## src/core/rdq_pkg.sv

```systemverilog
// Shared constants for the receive descriptor-reference queue addressing block.
// Assumes a 32-bit register port with word-aligned byte offsets.
package rdq_pkg;

  // ----------------------------------------
  // Widths
  // ----------------------------------------
  localparam int IDX_W = 16;
  localparam int ADDR_W = 32;
  localparam int REG_AW = 12;
  localparam int DW_SHIFT = 2;

  // ----------------------------------------
  // Register offsets
  // ----------------------------------------
  localparam logic [11:0] OFF_BASE_LO = 12'h290;
  localparam logic [11:0] OFF_BASE_HI = 12'h294;
  localparam logic [11:0] OFF_LF_END = 12'h2a4;
  localparam logic [11:0] OFF_SF_START = 12'h2a8;
  localparam logic [11:0] OFF_SF_WRITE = 12'h2ac;
  localparam logic [11:0] OFF_SF_READ = 12'h2b0;
  localparam logic [11:0] OFF_SF_END = 12'h2b4;
  localparam logic [11:0] OFF_RDY_START = 12'h2b8;

  // ----------------------------------------
  // Reset values
  // ----------------------------------------
  localparam logic [15:0] IDX_RST = 16'h0000;
  localparam logic [31:0] BASE_RST = 32'h0000_0000;

  // ----------------------------------------
  // Address slots driven by the adders
  // ----------------------------------------
  typedef enum logic [2:0] {
    SLOT_SF_START,
    SLOT_SF_WRITE,
    SLOT_SF_READ,
    SLOT_SF_END,
    SLOT_LF_END,
    SLOT_RDY_START
  } rdq_slot_e;
  localparam int NUM_SLOTS = 6;

  // Index supplies bits 17 to 2 of the dword offset added to the base.
  function automatic logic [31:0] rdq_phys_addr(input logic [31:0] base, input logic [15:0] idx);
    rdq_phys_addr = base + {14'h0000, idx, 2'h0};
  endfunction

  // Circular advance: from the end index back to the start index.
  function automatic logic [15:0] rdq_next_idx(input logic [15:0] cur, input logic [15:0] first,
                                               input logic [15:0] last);
    rdq_next_idx = (cur == last) ? first : 16'(cur + 16'h0001);
  endfunction

endpackage

```

## src/core/rdq_addr_reg.sv

```systemverilog
// One registered physical-address generator: base plus dword-scaled index.
// Assumes base and index come from flops on the same clock.
`timescale 1ns/10ps
module rdq_addr_reg (
  input wire logic i_clk,          // System clock.
  input wire logic i_rst,          // Asynchronous reset, active high.
  input wire logic [31:0] i_base,  // Effective queue base.
  input wire logic [15:0] i_idx,   // Queue index.
  output logic [31:0] o_addr       // Registered physical address.
);

  always_ff @(posedge i_clk or posedge i_rst) begin
    if (i_rst) begin
      o_addr <= rdq_pkg::BASE_RST;
    end else begin
      o_addr <= rdq_pkg::rdq_phys_addr(i_base, i_idx);
    end
  end

endmodule

```

## src/core/rdq_queue_addr.sv

```systemverilog
// Receive descriptor-reference queue addressing: index registers, queue base,
// circular pointer advance and physical address generation.
// Assumes a single-cycle register port and a DMA engine on the same clock.
//
// What this block does
// RQ1: Small free start address is start index shifted left two plus base.
// RQ2: Small free write address is write index shifted left two plus base.
// RQ3: Small free read address is read index shifted left two plus base.
// RQ4: Small free end address is end index shifted left two plus base.
// RQ5: Large free end address is its end index shifted left two plus base.
// RQ6: Ready start index is a writable 16-bit field, reset zero, upper half unused.
// RQ7: Ready start address is ready start index shifted left two plus base.
// RQ8: Host writes the queue base dword aligned, low two bits zero.
// RQ9: Low base half waits in a holding register until the high half is written.
// RQ10: Queue indices advance by one and wrap from end back to start.
//
// The strobed register port was left to the implementer.
`timescale 1ns/10ps
module rdq_queue_addr #(
  parameter int IDX_W = rdq_pkg::IDX_W  // Index width; only the documented width is served.
) (
  input wire logic i_clk,                // System clock, 100 MHz.
  input wire logic i_rst,                // Asynchronous reset, active high.
  input wire logic [11:0] i_reg_addr,    // Register byte address.
  input wire logic [31:0] i_reg_wdata,   // Register write data.
  input wire logic i_reg_wr,             // Write strobe, one cycle.
  input wire logic i_reg_rd,             // Read strobe, one cycle.
  output logic [31:0] o_reg_rdata,       // Read data, valid the cycle after the strobe.
  input wire logic i_sf_write_adv,       // Pulse: a small free entry was written to host memory.
  input wire logic i_sf_read_adv,        // Pulse: a small free entry was taken from host memory.
  output logic [31:0] o_sf_start_addr,   // Small free queue start address.
  output logic [31:0] o_sf_write_addr,   // Small free queue write pointer address.
  output logic [31:0] o_sf_read_addr,    // Small free queue read pointer address.
  output logic [31:0] o_sf_end_addr,     // Small free queue end address.
  output logic [31:0] o_lf_end_addr,     // Large free queue end address.
  output logic [31:0] o_rdy_start_addr,  // Ready queue start address.
  output logic o_sf_empty                // Small free queue holds no entry.
);

  // ----------------------------------------
  // Elaboration check
  // ----------------------------------------
  if (IDX_W != 16) begin : g_bad_width
    $error("rdq_queue_addr: index width must be 16");
  end

  // ----------------------------------------
  // Storage
  // ----------------------------------------
  logic [15:0] small_free_start_index_q;
  logic [15:0] small_free_write_index_q;
  logic [15:0] small_free_read_index_q;
  logic [15:0] small_free_end_index_q;
  logic [15:0] large_free_end_index_q;
  logic [15:0] ready_start_index_q;
  logic [15:0] base_hold_q;
  logic [31:0] queue_base_q;
  logic [31:0] rdata_d;

  function automatic logic hit(input logic [11:0] a, input logic [11:0] off);
    hit = (a == off);
  endfunction

  logic wr_sf_start;
  logic wr_sf_write;
  logic wr_sf_read;
  logic wr_sf_end;
  logic wr_lf_end;
  logic wr_rdy_start;
  logic wr_base_lo;
  logic wr_base_hi;
  assign wr_sf_start = i_reg_wr && hit(i_reg_addr, rdq_pkg::OFF_SF_START);
  assign wr_sf_write = i_reg_wr && hit(i_reg_addr, rdq_pkg::OFF_SF_WRITE);
  assign wr_sf_read = i_reg_wr && hit(i_reg_addr, rdq_pkg::OFF_SF_READ);
  assign wr_sf_end = i_reg_wr && hit(i_reg_addr, rdq_pkg::OFF_SF_END);
  assign wr_lf_end = i_reg_wr && hit(i_reg_addr, rdq_pkg::OFF_LF_END);
  assign wr_rdy_start = i_reg_wr && hit(i_reg_addr, rdq_pkg::OFF_RDY_START);
  assign wr_base_lo = i_reg_wr && hit(i_reg_addr, rdq_pkg::OFF_BASE_LO);
  assign wr_base_hi = i_reg_wr && hit(i_reg_addr, rdq_pkg::OFF_BASE_HI);

  // ----------------------------------------
  // Static indices
  // ----------------------------------------
  always_ff @(posedge i_clk or posedge i_rst) begin
    if (i_rst) begin
      small_free_start_index_q <= rdq_pkg::IDX_RST;
      small_free_end_index_q <= rdq_pkg::IDX_RST;
      large_free_end_index_q <= rdq_pkg::IDX_RST;
      ready_start_index_q <= rdq_pkg::IDX_RST;
    end else begin
      if (wr_sf_start) begin
        small_free_start_index_q <= i_reg_wdata[15:0];
      end
      if (wr_sf_end) begin
        small_free_end_index_q <= i_reg_wdata[15:0];
      end
      if (wr_lf_end) begin
        large_free_end_index_q <= i_reg_wdata[15:0];
      end
      if (wr_rdy_start) begin
        ready_start_index_q <= i_reg_wdata[15:0]; // RQ6
      end
    end
  end

  // ----------------------------------------
  // Circular pointers
  // ----------------------------------------
  // A software write in the same cycle as an advance wins, so that
  // re-initialising a queue is never undone by a stale advance.
  always_ff @(posedge i_clk or posedge i_rst) begin
    if (i_rst) begin
      small_free_write_index_q <= rdq_pkg::IDX_RST;
    end else if (wr_sf_write) begin
      small_free_write_index_q <= i_reg_wdata[15:0];
    end else if (i_sf_write_adv) begin
      small_free_write_index_q <= rdq_pkg::rdq_next_idx(small_free_write_index_q,
                                    small_free_start_index_q, small_free_end_index_q); // RQ10
    end
  end

  always_ff @(posedge i_clk or posedge i_rst) begin
    if (i_rst) begin
      small_free_read_index_q <= rdq_pkg::IDX_RST;
    end else if (wr_sf_read) begin
      small_free_read_index_q <= i_reg_wdata[15:0];
    end else if (i_sf_read_adv) begin
      small_free_read_index_q <= rdq_pkg::rdq_next_idx(small_free_read_index_q,
                                   small_free_start_index_q, small_free_end_index_q); // RQ10
    end
  end

  always_ff @(posedge i_clk or posedge i_rst) begin
    if (i_rst) begin
      o_sf_empty <= 1'b1;
    end else begin
      o_sf_empty <= (small_free_read_index_q == small_free_write_index_q);
    end
  end

  // ----------------------------------------
  // Queue base
  // ----------------------------------------
  // The base is only ever used whole; updating it on the high half avoids
  // addresses built from a half-old, half-new base. Bits 1:0 are stored as
  // written, alignment being the host's duty.
  always_ff @(posedge i_clk or posedge i_rst) begin
    if (i_rst) begin
      base_hold_q <= rdq_pkg::BASE_RST[15:0];
      queue_base_q <= rdq_pkg::BASE_RST;
    end else begin
      if (wr_base_lo) begin
        base_hold_q <= i_reg_wdata[15:0]; // RQ9
      end
      if (wr_base_hi) begin
        queue_base_q <= {i_reg_wdata[15:0], base_hold_q}; // RQ9 RQ8
      end
    end
  end

  // ----------------------------------------
  // Read port
  // ----------------------------------------
  always_comb begin
    rdata_d = 32'h0000_0000;
    if (hit(i_reg_addr, rdq_pkg::OFF_SF_START)) begin
      rdata_d[15:0] = small_free_start_index_q;
    end else if (hit(i_reg_addr, rdq_pkg::OFF_SF_WRITE)) begin
      rdata_d[15:0] = small_free_write_index_q;
    end else if (hit(i_reg_addr, rdq_pkg::OFF_SF_READ)) begin
      rdata_d[15:0] = small_free_read_index_q;
    end else if (hit(i_reg_addr, rdq_pkg::OFF_SF_END)) begin
      rdata_d[15:0] = small_free_end_index_q;
    end else if (hit(i_reg_addr, rdq_pkg::OFF_LF_END)) begin
      rdata_d[15:0] = large_free_end_index_q;
    end else if (hit(i_reg_addr, rdq_pkg::OFF_RDY_START)) begin
      rdata_d[15:0] = ready_start_index_q; // RQ6
    end else if (hit(i_reg_addr, rdq_pkg::OFF_BASE_LO)) begin
      rdata_d[15:0] = base_hold_q;
    end else if (hit(i_reg_addr, rdq_pkg::OFF_BASE_HI)) begin
      rdata_d[15:0] = queue_base_q[31:16];
    end
  end

  always_ff @(posedge i_clk or posedge i_rst) begin
    if (i_rst) begin
      o_reg_rdata <= 32'h0000_0000;
    end else if (i_reg_rd) begin
      o_reg_rdata <= rdata_d;
    end else begin
      o_reg_rdata <= 32'h0000_0000;
    end
  end

  // ----------------------------------------
  // Physical addresses
  // ----------------------------------------
  logic [15:0] slot_idx [rdq_pkg::NUM_SLOTS];
  logic [31:0] slot_addr [rdq_pkg::NUM_SLOTS];
  assign slot_idx[rdq_pkg::SLOT_SF_START] = small_free_start_index_q;
  assign slot_idx[rdq_pkg::SLOT_SF_WRITE] = small_free_write_index_q;
  assign slot_idx[rdq_pkg::SLOT_SF_READ] = small_free_read_index_q;
  assign slot_idx[rdq_pkg::SLOT_SF_END] = small_free_end_index_q;
  assign slot_idx[rdq_pkg::SLOT_LF_END] = large_free_end_index_q;
  assign slot_idx[rdq_pkg::SLOT_RDY_START] = ready_start_index_q;

  for (genvar g = 0; g < rdq_pkg::NUM_SLOTS; g++) begin : g_addr
    rdq_addr_reg u_addr (
      .i_clk(i_clk),
      .i_rst(i_rst),
      .i_base(queue_base_q),
      .i_idx(slot_idx[g]),
      .o_addr(slot_addr[g])
    ); // RQ1 RQ2 RQ3 RQ4 RQ5 RQ7
  end

  assign o_sf_start_addr = slot_addr[rdq_pkg::SLOT_SF_START]; // RQ1
  assign o_sf_write_addr = slot_addr[rdq_pkg::SLOT_SF_WRITE]; // RQ2
  assign o_sf_read_addr = slot_addr[rdq_pkg::SLOT_SF_READ]; // RQ3
  assign o_sf_end_addr = slot_addr[rdq_pkg::SLOT_SF_END]; // RQ4
  assign o_lf_end_addr = slot_addr[rdq_pkg::SLOT_LF_END]; // RQ5
  assign o_rdy_start_addr = slot_addr[rdq_pkg::SLOT_RDY_START]; // RQ7

endmodule

```

## config.mk

```make
export PLATFORM = sky130hd
export DESIGN_NAME = rdq_queue_addr
export DESIGN_NICKNAME = d
export VERILOG_FILES = /design/src/core/rdq_pkg.sv /design/src/core/rdq_addr_reg.sv /design/src/core/rdq_queue_addr.sv
export SDC_FILE = /design/constraint.sdc
export NUM_CORES = 1
export LEC_CHECK = 0
export BUFFER_PORTS_ARGS = -buffer_cell sky130_fd_sc_hd__buf_2
export CAP_MARGIN = 30
export CORE_ASPECT_RATIO = 1.5
export CORE_MARGIN = 8
export CORE_UTILIZATION = 28
export CTS_BUF_LIST = sky130_fd_sc_hd__clkbuf_16
export DETAILED_ROUTE_END_ITERATION = 10
export PLACE_DENSITY = 0.48
export SYNTH_ARGS = -nofsm -noshare
export SYNTH_HDL_FRONTEND = slang
export SYNTH_SLANG_ARGS = --single-unit
export TNS_END_PERCENT = 5
```

## constraint.sdc

```tcl
create_clock -name i_clk -period 19.3 [get_ports i_clk]
set_input_delay 3.86 -clock i_clk [delete_from_list [all_inputs] [get_ports i_clk]]
set_output_delay 3.86 -clock i_clk [all_outputs]
set_load 0.005 [all_outputs]
```

==> impl_metrics.yaml <==
critical_path:
  critPathMaxFanout: 34
  reg2reg_from: "queue_base_q[3]"
  critPathLaunchType: "input port"
  reg2reg_to: "g_addr[2].u_addr.o_addr[30]"
  worstSetupPathType: "input port to register"
  end_kind: "register"
  cp.arrival_ps: 7110
  r2r_setup_slack_ps: 15680
  required_ps: 19740
  ff2ff_path_depth: 8
global_route:
  track_usage_pct: 17.6
  grt_pass1_vias: 15700
  grt_max_degree: 123
  grt_pass1_wl_um: 104000
  antenna_found_initial: 7
  grt.overflow.total: 0
power_and_ir_drop:
  p_total_mw: 1.85
  max-vdd-ir-drop_uv: 50.1
  clkPwrFrac_pct: 39.4
  internal-power_mw: 1.29
  p_per_area_mw_per_mm2: 81.9
  p_comb_share_pct: 14.2
  switching_share_pct: 30.0
  switchingPower_mw: 0.554
  power_frac_seq_pct: 46.4
  p_leak_nw: 11.6
final_layout:
  drive_gt1_share_pct: 22.5
  syn_to_final_growth_pct: 16.9
  n_fill_cell: 6999
  layout_commonest_cell: "dfrtp_1"
  layout.nets: 2208
  final_cell_area_mm2: 0.0225
  final_cell_mix: "342 x dfrtp_1, 242 x buf_2, 143 x nand2_1, 139 x a21oi_1, 123 x mux2_2"
floorplanning:
  core_mm2: 0.0687
  io_pins: 275
  dieWidth_um: 230
  fp-row-count: 118
  die_area_mm2: 0.0777
  start_util_pct: 28.1
  die_h_um: 337
synth:
  synthDominantCellAreaShare_pct: 44.4
  netlist_area_mm2: 0.0193
  seq_area_frac_synth_pct: 44.5
  ys.flop_type: "dfrtp_1"
  ys_warn_count: 0
  synth_seq_cells: 343
  synth_area_per_cell_um2: 10.3
  synth_edf_count: 0
  ys_top_cells_by_area: "dfrtp_1 44%, mux2_2 7.2%, ha_1 6.4%"
  synthArstFlopShare_pct: 100
  synth.distinct_cells: 81
  syn_inst: 1863
  yosysTopAreaCell: "dfrtp_1"
sta:
  min_period_ps: 6670
  hold_violations: 0
  max_slew_margin_pct: 31.6
  setup_viol: 0
  max_freq_mhz: 150
  final.setup_skew_ps: 16.5
  whs_ps: 373
  setup_tns_ps: 0
  slew_viol_final: 0
  rsz0062_at_grt: "no"
  worst_slack_ps: 12630
  fin_crit_sh_pct: 34.5
  tightestPinTransition_ps: 1020
drt:
  vias_per_cell: 5.11
  wire_per_inst_um: 23.7
  wl_um: 70600
  firstDrtPassIters: 5
  drt_iter0_drc: 1020
  num_vias: 15200
  final_antenna_net_count: 0
  drcViolationCount: 0
placed_design:
  gp_congestion: 0.903
  dpl_worst_slack_ps: 12120
  dpl.hpwl_um: 53800
  io_buffers: 242
  place_area_mm2: 0.0213
worst_hold_path:
  holdPathEnd: "g_addr[5].u_addr.o_addr[0]"
  min_from: "queue_base_q[0]"
  worstHoldPathType: "register to register"
  hold_depth: 0
clocking:
  clkTransAtPathRegs_ps: 70
  insertion_delay_ps: 570
  cts_setup_buffers: 0
  cts_made_buffers: 36
  cts.repair.resized: 0
  cts_tree: "built"
  cts_hold_buf: 0
  htreeDepth: 2
  cts_root_buf: "clkbuf_16"
  cts_sinks: 343
  clk_path_buf_depth: 3
flow_run:
  maxCapViolCount: 0
outcome:
  status: "completed"
==> cell usage after synthesis, types with 10 or more instances <==
cell type and count:
buf_2 17, clkbuf_1 70, a21o_1 44, buf_1 10, xor2_1 79, xnor2_1 117, o21bai_1 14, o21a_1 18
a21boi_0 15, dfrtp_1 342, o22ai_1 25, buf_4 27, mux2_2 123, nand2_1 143, a21oi_1 139, nand4_1 18
nand2b_1 19, o21ai_0 86, nor3b_1 16, nor4_1 11, a211oi_1 19, inv_1 34, nand3_1 43, nor2_1 105
mux2i_1 34, nor3_1 15, and3_1 15, a221oi_1 20, ha_1 98
==> how the worst max path moves through the flow <==
| stage | startpoint | end | slack (ps) |
|---|---|---|---|
| 2_1_floorplan | i_rst | base_hold_q[0] | 5930 |
| 3_3_place_gp | i_reg_addr[1] | queue_base_q[23] | 12150 |
| 3_5_place_dp | i_reg_addr[8] | queue_base_q[23] | 12120 |
| 4_1_cts | i_reg_addr[8] | queue_base_q[23] | 12720 |
| 5_1_grt | i_reg_addr[8] | queue_base_q[23] | 12380 |
| 6_report | i_reg_addr[8] | queue_base_q[23] | 12630 |
==> power by group through the flow <==
stage / combinational, mW / clock (mW) / sequential (mW)
floorplan: 0.203 / 0 / 0.807
global placement: 0.260 / 0 / 0.871
detailed placement: 0.264 / 0 / 0.871
CTS: 0.266 / 0.753 / 0.858
global route: 0.291 / 0.777 / 0.861
finish: 0.263 / 0.728 / 0.856
==> metal layers <==
metal | GRT usage [%] | wire (um)
met1 | 19.4 | 27100
met3 | 3.09 | 3330
met5 | 0 | 48
met4 | 8.44 | 3430
met2 | 32.6 | 36700
==> cell type report <==
type                       count  area (um2)  share of cell area [%]
clock buffer                  36         901                    4.00
timing repair buffer         266        1480                    6.56
multi-input combinational   1371       10000                    44.4
inverter                      36         143                   0.633
clock inverter                28         294                    1.30
sequential                   343        8580                    38.1
tap                          900        1130                    5.00
antenna                        3        7.51                  0.0333
==> sequential cells by signal (all words and copies together), names as in the netlist <==
name / count
base_hold_q: 16
g_addr.u_addr.o_addr: 182
large_free_end_index_q: 16
o_reg_rdata: 16
o_sf_empty: 1
queue_base_q: 32
ready_start_index_q: 16
small_free_end_index_q: 16
small_free_read_index_q: 16
small_free_start_index_q: 16
small_free_write_index_q: 16
==> stage by stage <==
stage	util, %	std cells
after floorplan	-	1878
after global placement	30.9	2909
after detailed placement	31.0	2914
after CTS	32.7	2978
after global routing	32.8	2981
final	32.8	2983
==> worst max-delay path, cell delays in order <==
cell	delay, ps
buf_2	100
nor4b_2	450
nand2_1	100
nor2_1	250
and3_1	740
nand3b_2	960
mux2_1	620
==> logic make-up (layout without fill, tap and decap cells) <==
family	after synthesis	after routing	share of synthesized area [%]
adders and majority gates	104	104	6.98
muxes	160	160	9.13
DFF	343	343	44.5
AOI/OAI and AO/OA	464	464	15.5
buffers and inverters	164	366	3.92
and+or+nand+nor	431	431	11.0
xor gates and xnor gates	196	196	8.91
other	1	19	0.0195
(Power assumes the default switching activity.)
